$ cat config.mk
export PLATFORM = sky130hd
export DESIGN_NAME = cwgc_top
export DESIGN_NICKNAME = d
export VERILOG_FILES = /design/src/core/cwgc_pkg.sv /design/src/core/cwgc_db_if.sv /design/src/core/cwgc_deadband.sv /design/src/core/cwgc_top.sv
export SDC_FILE = /design/constraint.sdc
export NUM_CORES = 1
export LEC_CHECK = 0
export BUFFER_PORTS_ARGS = -buffer_cell sky130_fd_sc_hd__buf_2
export CAP_MARGIN = 40
export CORE_ASPECT_RATIO = 1.4
export CORE_UTILIZATION = 34
export DETAILED_ROUTE_END_ITERATION = 10
export PLACE_DENSITY_LB_ADDON = 0.25
export SYNTH_ARGS = -nofsm -noshare
export SYNTH_HDL_FRONTEND = slang
export SYNTH_SLANG_ARGS = --single-unit
$ cat constraint.sdc
create_clock -name pclk -period 2.3 [get_ports pclk]
set_clock_uncertainty 0.1 [all_clocks]
set_input_delay 0.345 -clock pclk [delete_from_list [all_inputs] [get_ports pclk]]
set_output_delay 0.345 -clock pclk [all_outputs]
set_load 0.03 [all_outputs]
$ cat src/core/cwgc_pkg.sv
// constants of the complementary waveform control block: register map, fields, resets, modes.
// assumes a 32-bit apb slave with one aligned word per 8-bit register.
package cwgc_pkg;
  localparam int          DB_W          = 6;
  localparam int          SRC_W         = 6;
  localparam int          IRQ_W         = 3;
  // register byte addresses
  localparam logic [7:0]  ADDR_CTRL0    = 8'h00;
  localparam logic [7:0]  ADDR_CTRL1    = 8'h04;
  localparam logic [7:0]  ADDR_SDCTRL   = 8'h08;
  localparam logic [7:0]  ADDR_SDSEL    = 8'h0c;
  localparam logic [7:0]  ADDR_DBR      = 8'h10;
  localparam logic [7:0]  ADDR_DBF      = 8'h14;
  localparam logic [7:0]  ADDR_OUTSEL   = 8'h18;
  localparam logic [7:0]  ADDR_IRQSTAT  = 8'h1c;
  localparam logic [7:0]  ADDR_IRQMASK  = 8'h20;
  // field positions
  localparam int          EN_BIT        = 7;
  localparam int          LD_BIT        = 6;
  localparam int          IN_BIT        = 5;
  localparam int          SD_BIT        = 7;
  localparam int          REN_BIT       = 6;
  localparam int          PAIR_BD_OVERRIDE_LEVEL_LSB      = 4;
  localparam int          PAIR_AC_OVERRIDE_LEVEL_LSB      = 2;
  // reset values, and the sdsel bits that always read as one
  localparam logic [1:0]  PAIR_BD_OVERRIDE_LEVEL_RST      = 2'h1;
  localparam logic [1:0]  PAIR_AC_OVERRIDE_LEVEL_RST      = 2'h1;
  localparam logic [7:0]  SDSEL_ONES    = 8'h88;
  // mode codes
  localparam logic [2:0]  MODE_STEER    = 3'h0;
  localparam logic [2:0]  MODE_SSTEER   = 3'h1;
  localparam logic [2:0]  MODE_FWD      = 3'h2;
  localparam logic [2:0]  MODE_REV      = 3'h3;
  localparam logic [2:0]  MODE_HALF     = 3'h4;
  localparam logic [2:0]  MODE_PP       = 3'h5;
  // override level codes
  localparam logic [1:0]  OVR_ONE       = 2'h3;
  localparam logic [1:0]  OVR_ZERO      = 2'h2;
  localparam logic [1:0]  OVR_TRI       = 2'h1;
  localparam logic [1:0]  OVR_INACT     = 2'h0;
  // interrupt status bits
  localparam int          IRQ_SD        = 0;
  localparam int          IRQ_RESTART   = 1;
  localparam int          IRQ_LOAD      = 2;
endpackage

$ cat src/core/cwgc_db_if.sv
// link between the control core and one dead-band delay unit.
// assumes both ends run on pclk.
`timescale 1ns/1ns
interface cwgc_db_if;
  import cwgc_pkg::*;
  logic [DB_W-1:0] count;
  logic            sig_in;
  logic            sig_out;
  modport unit (input count, input sig_in, output sig_out);
  modport ctrl (output count, output sig_in, input sig_out);
endinterface

$ cat src/core/cwgc_deadband.sv
// dead-band unit: delays each rising edge of sig_in by count+1 clocks, falls one clock after sig_in.
// assumes sig_in is synchronous to pclk.
`timescale 1ns/1ns
module cwgc_deadband
  import cwgc_pkg::*;
(
  input wire logic  pclk,
  input wire logic  presetn,
  cwgc_db_if.unit   db
);
  logic [DB_W-1:0] cnt;
  logic            out_q;
  logic [DB_W-1:0] next_cnt;
  logic            next_out_q;

  // a pulse shorter than the count never reaches the output
  always_comb begin
    next_cnt   = cnt;
    next_out_q = out_q;
    if (!db.sig_in) begin
      next_cnt   = '0;
      next_out_q = 1'b0;
    end else if (!out_q) begin
      if (cnt >= db.count) begin
        next_out_q = 1'b1;
      end else begin
        next_cnt = cnt + 1'b1;
      end
    end
  end

  always_ff @(posedge pclk or negedge presetn) begin
    if (!presetn) begin
      cnt   <= '0;
      out_q <= 1'b0;
    end else begin
      cnt   <= next_cnt;
      out_q <= next_out_q;
    end
  end

  assign db.sig_out = out_q;
endmodule

$ cat src/core/cwgc_top.sv
// complementary waveform control core with apb register file and interrupt.
// assumes wave_in and shutdown_source are synchronous to pclk.
`timescale 1ns/1ns
module cwgc_top
  import cwgc_pkg::*;
(
  input  wire logic             pclk,
  input  wire logic             presetn,
  input  wire logic [7:0]       paddr,
  input  wire logic             psel,
  input  wire logic             penable,
  input  wire logic             pwrite,
  input  wire logic [31:0]      pwdata,
  output logic      [31:0]      prdata,
  output logic                  pready,
  output logic                  pslverr,
  input  wire logic             wave_in,
  input  wire logic [SRC_W-1:0] shutdown_source,
  input  wire logic             sleep_req,
  input  wire logic             input_active,
  input  wire logic             hfosc_selected,
  output logic      [3:0]       out_level,
  output logic      [3:0]       out_oe,
  output logic                  osc_keep_on,
  output logic                  irq
);
  // register state
  logic             en, ld, sd, ren, hold, in_q, pp_phase;
  logic [2:0]       mode;
  logic [3:0]       pol, oe_sel, steer, steer_act;
  logic [1:0]       pair_bd_override_level, pair_ac_override_level;
  logic [SRC_W-1:0] src_sel;
  logic [DB_W-1:0]  dbr_buf, dbf_buf, dbr_act, dbf_act;
  logic [IRQ_W-1:0] irq_stat, irq_mask;
  logic             next_en, next_ld, next_sd, next_ren, next_hold, next_pp_phase;
  logic [2:0]       next_mode;
  logic [3:0]       next_pol, next_oe_sel, next_steer, next_steer_act;
  logic [1:0]       next_pair_bd_override_level, next_pair_ac_override_level;
  logic [SRC_W-1:0] next_src_sel;
  logic [DB_W-1:0]  next_dbr_buf, next_dbf_buf, next_dbr_act, next_dbf_act;
  logic [IRQ_W-1:0] next_irq_stat, next_irq_mask, irq_ev;
  logic [31:0]      next_prdata;
  logic             next_pready, next_pslverr, next_irq, next_osc;
  logic [3:0]       next_out_level, next_out_oe, raw, steer_sel;
  logic             acc, wr, rise, fall, src_act, steering, hit;
  logic [7:0]       rd_byte;

  cwgc_db_if db_r ();
  cwgc_db_if db_f ();

  cwgc_deadband u_db_rise (.pclk(pclk), .presetn(presetn), .db(db_r));
  cwgc_deadband u_db_fall (.pclk(pclk), .presetn(presetn), .db(db_f));

  // apb access completes on the edge that samples pready high
  assign acc      = psel & penable & pready;
  assign wr       = acc & pwrite;
  assign rise     = wave_in & ~in_q;
  assign fall     = ~wave_in & in_q;
  assign src_act  = |(shutdown_source & src_sel); // level, never edge
  assign steering = (mode == MODE_STEER) || (mode == MODE_SSTEER);
  assign steer_sel = (mode == MODE_SSTEER) ? steer_act : steer;

  // dead-band feeds: rising unit times a/b-leading edges, falling unit the complement except in forward mode, where it takes the input
  always_comb begin
    db_r.count  = dbr_act;
    db_f.count  = dbf_act;
    db_r.sig_in = wave_in;
    db_f.sig_in = (mode == MODE_FWD) ? wave_in : ~wave_in;
  end

  // apb read mux and slave answer: one wait state, unmapped address flags an error
  always_comb begin
    hit     = 1'b1;
    rd_byte = 8'h00;
    unique case (paddr)
      ADDR_CTRL0:   rd_byte = {en, ld, 3'h0, mode};
      ADDR_CTRL1:   rd_byte = {2'h0, wave_in, 1'b0, pol};
      ADDR_SDCTRL:  rd_byte = {sd, ren, pair_bd_override_level, pair_ac_override_level, 2'h0};
      ADDR_SDSEL:   rd_byte = SDSEL_ONES | {1'b0, src_sel[5:3], 1'b0, src_sel[2:0]};
      ADDR_DBR:     rd_byte = {2'h0, dbr_buf};
      ADDR_DBF:     rd_byte = {2'h0, dbf_buf};
      ADDR_OUTSEL:  rd_byte = {steer, oe_sel};
      ADDR_IRQSTAT: rd_byte = {5'h00, irq_stat};
      ADDR_IRQMASK: rd_byte = {5'h00, irq_mask};
      default:      hit = 1'b0;
    endcase
    next_pready  = psel & penable & ~pready;
    next_pslverr = next_pready & ~hit;
    next_prdata  = (next_pready & ~pwrite) ? {24'h000000, rd_byte} : 32'h00000000;
  end

  // control, shutdown and buffer-load state
  always_comb begin
    next_en       = en;
    next_ld       = ld;
    next_mode     = mode;
    next_pol      = pol;
    next_sd       = sd;
    next_ren      = ren;
    next_pair_bd_override_level     = pair_bd_override_level;
    next_pair_ac_override_level     = pair_ac_override_level;
    next_src_sel  = src_sel;
    next_dbr_buf  = dbr_buf;
    next_dbf_buf  = dbf_buf;
    next_dbr_act  = dbr_act;
    next_dbf_act  = dbf_act;
    next_oe_sel   = oe_sel;
    next_steer    = steer;
    next_irq_mask = irq_mask;
    next_pp_phase = fall ? ~pp_phase : pp_phase;
    next_steer_act = rise ? steer : steer_act; // synchronous steering takes effect on rising input
    irq_ev        = '0;
    // buffered dead-band values move on the next input edge, then the request clears
    if (ld && (rise || fall)) begin
      next_dbr_act     = dbr_buf;
      next_dbf_act     = dbf_buf;
      next_ld          = 1'b0;
      irq_ev[IRQ_LOAD] = 1'b1;
    end
    // auto-restart clears the flag once no selected source is active
    if (ren && sd && !src_act) begin
      next_sd = 1'b0;
    end
    if (wr) begin
      unique case (paddr)
        ADDR_CTRL0: begin
          next_en   = pwdata[EN_BIT];
          next_ld   = pwdata[LD_BIT] & en | next_ld;  // only when already enabled
          next_mode = pwdata[2:0];
        end
        ADDR_CTRL1: next_pol = pwdata[3:0];
        ADDR_SDCTRL: begin
          next_ren  = pwdata[REN_BIT];
          next_pair_bd_override_level = pwdata[PAIR_BD_OVERRIDE_LEVEL_LSB +: 2];
          next_pair_ac_override_level = pwdata[PAIR_AC_OVERRIDE_LEVEL_LSB +: 2];
          // a clear is refused while a selected source stays active
          if (pwdata[SD_BIT]) begin
            next_sd = 1'b1;
          end else if (!src_act) begin
            next_sd = 1'b0;
          end
        end
        ADDR_SDSEL: next_src_sel = {pwdata[6:4], pwdata[2:0]};
        ADDR_DBR: begin
          next_dbr_buf = pwdata[DB_W-1:0];
          if (!en) begin
            next_dbr_act = pwdata[DB_W-1:0];
          end
        end
        ADDR_DBF: begin
          next_dbf_buf = pwdata[DB_W-1:0];
          if (!en) begin
            next_dbf_act = pwdata[DB_W-1:0];
          end
        end
        ADDR_OUTSEL: begin
          next_oe_sel = pwdata[3:0];
          next_steer  = pwdata[7:4];
        end
        ADDR_IRQMASK: next_irq_mask = pwdata[IRQ_W-1:0];
        default: ;
      endcase
    end
    if (!next_en) begin
      next_ld = 1'b0;
    end
    // a selected source sets the flag and wins over any clear
    if (src_act) begin
      next_sd = 1'b1;
    end
    irq_ev[IRQ_SD] = next_sd & ~sd;
    // overrides stay until the first rising input after the flag clears
    next_hold = sd | (hold & ~rise);
    irq_ev[IRQ_RESTART] = hold & ~next_hold;
    // write-one-to-clear; a new event in the same cycle wins
    next_irq_stat = irq_stat;
    if (wr && paddr == ADDR_IRQSTAT) begin
      next_irq_stat = irq_stat & ~pwdata[IRQ_W-1:0];
    end
    next_irq_stat = next_irq_stat | irq_ev;
    next_irq      = |(next_irq_stat & next_irq_mask);
    next_osc      = sleep_req & en & input_active & hfosc_selected;
  end

  // waveform and output stage
  always_comb begin
    raw = 4'h0;
    unique case (mode)
      MODE_STEER, MODE_SSTEER: raw = {4{wave_in}} & steer_sel;
      MODE_FWD:  raw = {db_f.sig_out, 2'b00, 1'b1};
      MODE_REV:  raw = {2'b01, db_r.sig_out, 1'b0};
      MODE_HALF: raw = {db_f.sig_out, db_r.sig_out, db_f.sig_out, db_r.sig_out};
      MODE_PP:   raw = {2'b00, wave_in & pp_phase, wave_in & ~pp_phase};
      default:   raw = 4'h0; // reserved codes stay inactive
    endcase
    next_out_oe = oe_sel;
    // polarity applies to the generated waveform and is the output level while disabled
    next_out_level = en ? (raw ^ pol) : pol;
    for (int i = 0; i < 4; i++) begin
      // steering shutdown touches only steered pins; polarity is ignored here except by the inactive-level code
      if ((sd || hold) && !(steering && !steer_sel[i])) begin
        unique case ((i % 2 == 1) ? pair_bd_override_level : pair_ac_override_level) // b/d vs a/c pairs
          OVR_ONE:   next_out_level[i] = 1'b1;
          OVR_ZERO:  next_out_level[i] = 1'b0;
          OVR_TRI: begin
            next_out_level[i] = 1'b0;
            next_out_oe[i]    = 1'b0;
          end
          OVR_INACT: next_out_level[i] = pol[i];
        endcase
      end
    end
  end

  // register all state; outputs come straight from flops
  always_ff @(posedge pclk or negedge presetn) begin
    if (!presetn) begin
      en <= 1'b0; ld <= 1'b0; mode <= MODE_STEER; pol <= 4'h0;
      sd <= 1'b0; ren <= 1'b0; pair_bd_override_level <= PAIR_BD_OVERRIDE_LEVEL_RST; pair_ac_override_level <= PAIR_AC_OVERRIDE_LEVEL_RST;
      src_sel <= '0; dbr_buf <= '0; dbf_buf <= '0; dbr_act <= '0; dbf_act <= '0;
      oe_sel <= 4'h0; steer <= 4'h0; steer_act <= 4'h0; irq_stat <= '0; irq_mask <= '0;
      hold <= 1'b1; // start-up comes out of the shutdown state
      in_q <= 1'b0; pp_phase <= 1'b0;
      prdata <= 32'h00000000; pready <= 1'b0; pslverr <= 1'b0;
      out_level <= 4'h0; out_oe <= 4'h0; osc_keep_on <= 1'b0; irq <= 1'b0;
    end else begin
      en <= next_en; ld <= next_ld; mode <= next_mode; pol <= next_pol;
      sd <= next_sd; ren <= next_ren; pair_bd_override_level <= next_pair_bd_override_level; pair_ac_override_level <= next_pair_ac_override_level;
      src_sel <= next_src_sel; dbr_buf <= next_dbr_buf; dbf_buf <= next_dbf_buf;
      dbr_act <= next_dbr_act; dbf_act <= next_dbf_act;
      oe_sel <= next_oe_sel; steer <= next_steer; steer_act <= next_steer_act;
      irq_stat <= next_irq_stat; irq_mask <= next_irq_mask;
      hold <= next_hold; in_q <= wave_in; pp_phase <= next_pp_phase;
      prdata <= next_prdata; pready <= next_pready; pslverr <= next_pslverr;
      out_level <= next_out_level; out_oe <= next_out_oe;
      osc_keep_on <= next_osc; irq <= next_irq;
    end
  end
endmodule

* Yosys cells after proc, flatten, opt, wreduce, memory -nomap -nowiden
Cells that the tools add are included.
Word-level totals: bits in registers 100, latch bits 0, memory bits (writable) 0, bits in read-only memories 0, memories 0
Operators by class: add/subtract/negate cells 2, multiply operators 0, divide/modulo/power cells 0, $lt $le $gt $ge 2, eq/ne operators 23, shifts and indexed selects 0, muxes and demuxes 58, bitwise operators 35, reductions and logical operators 43
Operator list (count):
- $mux 6 | 14
- $pmux 8 s9 | 1
- $eq 8x5->1 const B | 4
- $mux 1 | 32
- $pmux 4 s5 | 1
- $reduce_and 2->1 | 9
- $and 1x1->1 | 17
- $eq 8x4->1 const B | 2
- $add 6x1->6 const B | 2
- $ge 6x6->1 | 2
- $logic_and 1x1->1 | 12
- $pmux 1 s3 | 4
- $logic_not 1->1 | 9
- $mux 3 | 3
- $not 1->1 | 9
- $reduce_or 9->1 | 1
- $eq 2x2->1 const B | 4
- $eq 8x3->1 const B | 1
- $eq 8x6->1 const B | 1
- $logic_not 8->1 | 1
- $mux 4 | 2
- $mux 8 | 1
- $ne 2x2->1 const B | 4
- $and 3x3->3 | 2
- other kinds (16) | 25

* Logic depth before layout (Yosys ltp)
Gate-level depths: netlist of the first run.
word-level depth 12, gate-level depth with buffers 9

* By module
Synthesis of the first run repeated with hierarchy kept, for this count alone.
Unflattened totals: cell total of the unflattened synthesis 487, area, all modules 5400.2 sq um
Modules (own cells, without submodules):
- cwgc_top | times used 1, cells an instance 391, area an instance 4434.3 sq um
- cwgc_deadband | times used 2, cells an instance 48, area an instance 483.0 sq um

* Worst setup path before layout of the first run
No wires, ideal clock.
kind input-to-reg, start in wave_in, end reg dbr_act[0], in the netlist db_r.count[0], library setup time 0.123 ns, arrival time 1.872 ns, data required time 2.077 ns, slack 0.204 ns, stages on the path 8, path buffers 3, cells stage by stage buf_2 clkinv_1 ha_1 nor2b_1 clkbuf_1 clkbuf_1 mux2i_1 a21oi_1
On the way: longest elaborated chain between the ends 8, elaborated cells between the ends (all ways) 9
Ends and longest elaborated chain:
- start: declaration | line cwgc_top.sv:17 | input wire logic wave_in,
- $not 1->1 | line cwgc_top.sv:58 | assign fall = ~wave_in & in_q;
- $and 1x1->1 | line cwgc_top.sv:58
- $logic_or 1x1->1 (*) | line cwgc_top.sv:114 | if (ld && (rise || fall)) begin
- $logic_and 1x1->1 (*) | line cwgc_top.sv:114
- $mux 6 (*) | line cwgc_top.sv:114
- $mux 6 | line cwgc_top.sv:146 | if (!en) begin
- $mux 6 | line cwgc_top.sv:125 | unique case (paddr)
- $mux 6 (*) | line cwgc_top.sv:124 | if (wr) begin
- via next_dbr_act[0] | line cwgc_top.sv:40 | logic [DB_W-1:0] next_dbr_buf, next_dbf_buf, next_dbr_act, next_dbf_act;
- end signal: assignment | line cwgc_top.sv:230 | dbr_act <= next_dbr_act; dbf_act <= next_dbf_act;
- end: declaration | line cwgc_top.sv:33 | logic [DB_W-1:0] dbr_buf, dbf_buf, dbr_act, dbf_act;
Mark *: on every way through the listed nets, which the timed path passes. The rest lies on a longest branch. A chain may end at the register's enable or synchronous reset.

* Final worst setup path of the first run
start reg u_db_fall.cnt[3], end reg u_db_fall.cnt[3]
On the way: longest elaborated chain between the ends 4, elaborated cells between the ends (all ways) 7
Ends and longest elaborated chain:
- start: declaration | line cwgc_deadband.sv:11 | logic [DB_W-1:0] cnt;
- start signal: assignment | line cwgc_deadband.sv:37 | cnt <= next_cnt;
- $add 6x1->6 | line cwgc_deadband.sv:27 | next_cnt = cnt + 1'b1;
- $mux 6 | line cwgc_deadband.sv:24 | if (cnt >= db.count) begin
- $mux 6 | line cwgc_deadband.sv:23 | end else if (!out_q) begin
- $mux 6 | line cwgc_deadband.sv:20 | if (!db.sig_in) begin
Several ways; a longest one is shown, not always the timed one. The select of a mux whose other input is x is not followed.

==> summary.txt, run 1 <==
Critical path
  – RR Startpoint: u_db_fall.cnt[3]
  – R2r worst-path depth: 6
  – CP Capture Type: register
  – Kind of critical path: register to register
  – CP required: 2.48 ns
  – Worst reg2reg path endpoint: u_db_fall.cnt[3]
  – Reg2Reg Setup Slack: 0.15 ns
  – Critical Path Start: u_db_fall.cnt[3]
  – Crit Path Max Fanout: 10
  – Critical Path End: u_db_fall.cnt[3]
  – Critical Path AT: 2.33 ns
  – Nature of the critical path startpoint: register

Logic synthesis
  – Synth Instances: 512
  – Yosys reg bits: 100
  – Share of the synthesized area in the top cell type: 0.4456
  – Syn Area/Cell: 10.64 µm²
  – Sequential fraction of the synthesis area: 0.4600
  – Most used flip-flop cell after synthesis: dfrtp_1
  – Area leader, netlist: dfrtp_1
  – Synth cell types: 76
  – Post-Syn Area: 5448 µm²
  – Ys Warns: 0
  – Async S/R FF share, synth: 1.000
  – Number of synthesized flops with an enable pin: 0
  – Synth top area cells: dfrtp_1, mux2_2, ha_1, buf_4, a21oi_1

Pwr
  – Switching power: 1066 µW
  – Sequential power share: 0.479
  – Combinational Power Share: 0.103
  – Sw Share: 0.2746
  – Leakage: 0.003005 µW
  – Clock share of power: 0.418
  – Pint: 2816 µW
  – VDD IR max: 431.0 µV
  – Pwr Density: 619.3 nW/µm²

Drt
  – Drt via density: 5.159
  – Antenna Violating Nets Remaining: 0
  – Routed len/inst: 17.46 µm
  – DR vias: 3993
  – TritonRoute pass-1 iters: 4
  – Drt total wl: 13510 µm
  – DR iter-0 viols: 189
  – DRC Markers: 0

Final layout
  – # diodes: 0
  – Fraction of layout cells with a size suffix above 1: 0.2837
  – Area of the multi-input gates: 2599 µm²
  – Area Growth Syn to Fin: 15.07%
  – Finished Layout Cells: 774
  – Filler cells: 1499
  – FF+latch area: 2506 µm²
  – Nets: 648

Clocking
  – Clk root buf: clkbuf_16
  – H-tree depth: 3
  – CTS Buf Count: 9
  – CTS Buffer Depth: 2
  – CTS sink count: 100
  – Clock-pin slew of the registers on the worst-case setup and hold paths: 0.07 ns
  – Worst skew pair latency: 0.35 ns
  – CTS tree: done

Placement
  – IO buf count: 50
  – Placed cell count: 757
  – DP HPWL: 10180 µm
  – GPL Wtd Cong: 0.8441

Global route
  – First-pass GRT wire length: 21830 µm
  – Final global-route overflow total: 0
  – Overall routing resource usage: 0.1778
  – Vias in the first global route: 4010
  – Initial antenna violation count: 0
  – Largest net degree at the start of global routing: 81

Timing
  – Post-layout minimum cycle time: 2.151 ns
  – Worst slew pin tran: 0.6933 ns
  – Max Slew Vio Count: 0
  – Final period util: 0.9352
  – Relative slew slack: 0.5378
  – Setup tns final: 0 ns
  – RSZ-0062 raised after global routing: false
  – Fmax: 464.9 MHz
  – Final Hold Vio Count: 0
  – Count of final setup violators: 0

Floorplanning
  – Core ar.: 15610 µm²
  – Row count: 54
  – DIE AREA: 16540 µm²
  – Top-Level Pins: 99
  – Die height: 151.8 µm
  – Die W: 109.0 µm
  – Starting Density: 0.3490

Hold path
  – Hold/Removal Path Class: input pin to register

Flow run
  – Max-cap violation count: 0

Outcome
  – Status: finished, final reports clean
==> layout by cell type, fill, tap and decap left out, drive strengths merged, types with 4 or more instances in the layout <==
| cell type | n |
|---|---|
| a21boi | 5 |
| a21oi | 40 |
| a22oi | 12 |
| a31oi | 5 |
| a32oi | 5 |
| and2 | 4 |
| and3 | 4 |
| and4 | 4 |
| buf | 74 |
| clkbuf | 9 |
| conb | 24 |
| dfrtp | 97 |
| ha | 20 |
| inv | 40 |
| mux2 | 45 |
| mux2i | 12 |
| nand2 | 23 |
| nand2b | 5 |
| nand3 | 13 |
| nand3b | 4 |
| nand4 | 4 |
| nor2 | 35 |
| nor2b | 5 |
| nor3 | 4 |
| o21ai | 24 |
| o221ai | 4 |
| o31ai | 4 |
| or3 | 7 |
==> cells in the mapped netlist (all sizes together) (2+ instances only) <==
master and count:
a22oi 12, nor3 4, a22o 3, nand2b 5
o221ai 4, clkbuf 11, nand3b 4, a32oi 5
nand4bb 2, a21boi 5, nand3 13, nand4 4
nor4 3, o31ai 4, a21o 3, and2 4
dfstp 3, a41oi 2, a21oi 40, buf 37
mux2 45, nor2 35, and3 4, nor4b 3
nor2b 5, dfrtp 97, xnor2 3, nand2 23
or2 2, ha 20, inv 35, a221o 2
o21ai 24, and4 4, or3 7, a31oi 5
mux2i 12
==> sequential cells by signal (all words and copies together), names as in the netlist, 6 cells and up <==
signal	cells
db_r.count	6
src_sel	6
u_db_fall.cnt	6
db_f.count	6
u_db_rise.cnt	6
dbr_buf	6
dbf_buf	6
prdata	8
==> power groups by stage <==
stage          Clock (µW)  Sequential [µW]  Combinational (µW)
4_1_cts              1660             1860                 402
6_report             1620             1860                 399
2_1_floorplan           0             1890                 271
5_1_grt              1710             1870                 445
3_5_place_dp            0             1890                 401
3_3_place_gp            0             1890                 392
==> through the flow <==
step | hold WS (ns) | total power [µW] | area [µm²] | utilization | worst slack, ns
final | 0.1619 | 3882 | 6269 | 0.4016 | 0.1490
after global routing | 0.1612 | 4023 | 6269 | 0.4016 | 0.01632
after CTS | 0.1485 | 3925 | 6269 | 0.4016 | 0.1431
after detailed placement | 0.1554 | 2296 | 5943 | 0.3808 | 0.1271
after global placement | 0.1508 | 2286 | 5943 | 0.3808 | 0.1646
after floorplan | -0.05059 | 2158 | 5534 | - | 0.2043
==> layout make-up <==
cell class | count | area share
flip-flops and latches | 100 | 0.3998
clock inverters | 7 | 0.01437
multi-input cells | 351 | 0.4146
well taps | 196 | 0.03912
clock buffers | 9 | 0.03593
inverters | 36 | 0.02156
repair buffers | 75 | 0.07465
==> how the worst min path moves through the flow <==
stage	from	to	slack, ns	depth (start not counted)
3_3_place_gp	presetn	prdata[7]	0.15	1
5_1_grt	wave_in	in_q	0.16	1
4_1_cts	wave_in	in_q	0.15	1
6_report	wave_in	in_q	0.16	1
2_1_floorplan	presetn	db_f.count[0]	-0.05	0
3_5_place_dp	presetn	prdata[7]	0.16	1
==> cell families (layout without fill, tap and decap cells) <==
| group | count (synthesis) | count (layout) | share of synthesized area |
|---|---|---|---|
| DFF | 100 | 100 | 0.4600 |
| buffers and inverters | 84 | 127 | 0.07878 |
| other | 1 | 24 | 0.0006884 |
| and+or+nand+nor | 127 | 127 | 0.1440 |
| muxes | 58 | 58 | 0.1206 |
| AOI/OAI and AO/OA | 118 | 118 | 0.1435 |
| xor gates and xnor gates | 4 | 4 | 0.006432 |
| adders and majority gates | 20 | 20 | 0.04593 |
==> per-layer routing <==
| metal | GRT usage | share of wire | wire length, µm | up-vias |
|---|---|---|---|---|
| met5 | 0 | 0 | 0 | - |
| met4 | 0.06622 | 0.026 | 346 | 0 |
| met3 | 0.02438 | 0.029 | 387 | 21 |
| met2 | 0.3220 | 0.53 | 7099 | 91 |
| met1 | 0.2107 | 0.42 | 5678 | 1969 |
| li1 | - | - | - | 1912 |
==> critical path, stage by stage (launching register included) <==
cell,delay (ns)
dfrtp_1,0.43
ha_1,0.31
a21o_1,0.16
a21oi_1,0.14
o221ai_1,0.33
or3_1,0.46
a21oi_1,0.15
==> what timing repair did <==
action                    in CTS  in global routing
hold buffers                   1                  0
hold endpoints to repair      20                  0
buffers inserted               0                  0
resized for setup              0                  0
Power figures use the tool's default switching activity.
==> inputs of run 2 (changes only) <==
Settings changed: RECOVER_POWER from default to 100.
==> run 2 against run 1 <==
Flip-flop and latch count stayed put. Sequential share of layout area is 0.84 points higher. Via count is 0.38% lower. Critical endpoint unchanged. Highest routed layer unchanged. Largest power group unchanged.
==> summary.txt, run 2 (synthesized netlist as in run 1, its figures left out) <==
Placement
  – IO buf count: 50
  – GPL Wtd Cong: 0.8441
  – Placed cell count: 757
  – Dpl cell area: 5943 µm²
  – DP HPWL: 10180 µm

Critical path
  – Kind of critical path: register to register
  – CP Capture Type: register
  – Crit Path Max Fanout: 10
  – CP Cell Sequence: ha_1, a21o_1, a21oi_1, o221ai_1, or3_1, a21oi_1
  – Most frequent cell on the critical path: a21oi_1
  – Nature of the critical path startpoint: register
  – Critical Path AT: 2.32 ns
  – Worst path bufs/invs: 0
  – Top delay family on crit path: compound AO/OA/AOI/OAI gates
  – Slowest stage delay, CP: 0.45 ns
  – Critical path's slowest cell: or3_1
  – CP required: 2.48 ns

Clocking
  – Worst skew pair latency: 0.35 ns
  – Post-CTS Setup Bufs: 0
  – CTS Buffer Depth: 2
  – CTS sink count: 100
  – CTS tree: done
  – CTS Buf Count: 9
  – H-tree depth: 3
  – Clk root buf: clkbuf_16
  – Clock-pin slew of the registers on the worst-case setup and hold paths: 0.07 ns

Drt
  – TritonRoute pass-1 iters: 4
  – Drt total wl: 13530 µm
  – DR vias: 3978
  – Drt via density: 5.140
  – Routed len/inst: 17.48 µm
  – Antenna Violating Nets Remaining: 0
  – DR iter-0 viols: 159
  – DRC Markers: 0

Flow run
  – Max-cap violation count: 0

Floorplanning
  – DIE AREA: 16540 µm²
  – Row count: 54
  – Die height: 151.8 µm
  – Top-Level Pins: 99
  – Die W: 109.0 µm
  – Starting Density: 0.3490
  – Core ar.: 15610 µm²

Pwr
  – Pwr Density: 630.7 nW/µm²
  – Leakage: 0.002850 µW
  – VDD IR max: 430.9 µV

Global route
  – Overall routing resource usage: 0.1778
  – Met3 Usage GRT: 0.02438
  – Final global-route overflow total: 0
  – GR peak layer: met2
  – Vias in the first global route: 4010
  – Largest net degree at the start of global routing: 81
  – Grt met1 use: 0.2107
  – Met2 Usage GRT: 0.3220
  – First-pass GRT wire length: 21830 µm
  – Initial antenna violation count: 0

Timing
  – Post-layout minimum cycle time: 2.144 ns
  – Setup tns final: 0 ns
  – RSZ-0062 raised after global routing: false
  – Relative slew slack: 0.1733
  – Count of final setup violators: 0
  – Max Slew Vio Count: 0
  – Fmax: 466.4 MHz
  – Final Hold Vio Count: 0
  – Hold slack: 0.1625 ns
  – Final period util: 0.9323
  – Worst slew pin tran: 1.240 ns

Final layout
  – Filler cells: 1529
  – Area of the multi-input gates: 2535 µm²
  – Largest register FFs: 8
  – Most frequent cells in the layout: dfrtp_1, mux2_2, a21oi_1
  – Fraction of layout cells with a size suffix above 1: 0.2128
  – # diodes: 0
  – Most common cell after layout, fill and taps aside: dfrtp_1
  – Area Growth Syn to Fin: 12.70%
  – Post-route cell area: 6140 µm²
  – Top reg by flops: prdata
  – Finished Layout Cells: 774
  – Nets: 648
  – Final core occ: 0.3934
  – FF+latch area: 2506 µm²

Hold path
  – Hold/Removal Path Class: input pin to register

Outcome
  – Status: finished, final reports clean
==> run 2: cell count changes in the layout (fill, tap and decap cells not counted), sizes merged <==
cell	before	now
buf	74	42
clkbuf	9	41
==> run 2: path summary, 6_finish.rpt <==
path                                   from  cells after the start                to  slack (ns)
max                        u_db_fall.cnt[3]                      6  u_db_fall.cnt[3]        0.16
min                               sleep_req                      2       osc_keep_on        0.16
max reg2reg                u_db_fall.cnt[3]                      6  u_db_fall.cnt[3]        0.16
min reg2reg                        pp_phase                      1          pp_phase        0.40
max in group asynchronous           presetn                      3  u_db_fall.cnt[2]        0.38
min in group asynchronous           presetn                      2         prdata[7]        0.67
==> run 2: per-layer routing <==
layer | share of wire | routed length [µm] | vias to the layer above
li1 | - | - | 1910
met3 | 0.029 | 388 | 16
met4 | 0.025 | 339 | 0
met2 | 0.53 | 7147 | 97
met1 | 0.42 | 5657 | 1955
met5 | 0 | 0 | -
==> run 2: report_power, final <==
part | internal (µW) | switching (µW)
combinational | 118 | 269
sequential | 1810 | 47.5
clock | 878 | 746
==> run 2: cell type report <==
cell class / instances / area share
Multi-Input combinational cell: 351 / 0.4129
Sequential cell: 100 / 0.4082
Timing Repair Buffer: 75 / 0.06562
Tap cell: 196 / 0.03994
Clock buffer: 9 / 0.03668
Inverter: 36 / 0.02201
Clock inverter: 7 / 0.01467
==> run 2: per-stage QoR <==
step           total power (µW)  setup slack [ns]
6_report                   3872            0.1558
5_1_grt                    4011           0.01032
4_1_cts                    3925            0.1431
3_5_place_dp               2296            0.1271
3_3_place_gp               2286            0.1646
2_1_floorplan              2158            0.2043
==> run 2: what timing repair did <==
action                    CTS  global route
resized for setup           0             0
hold buffers                1             0
hold endpoints to repair   20             0
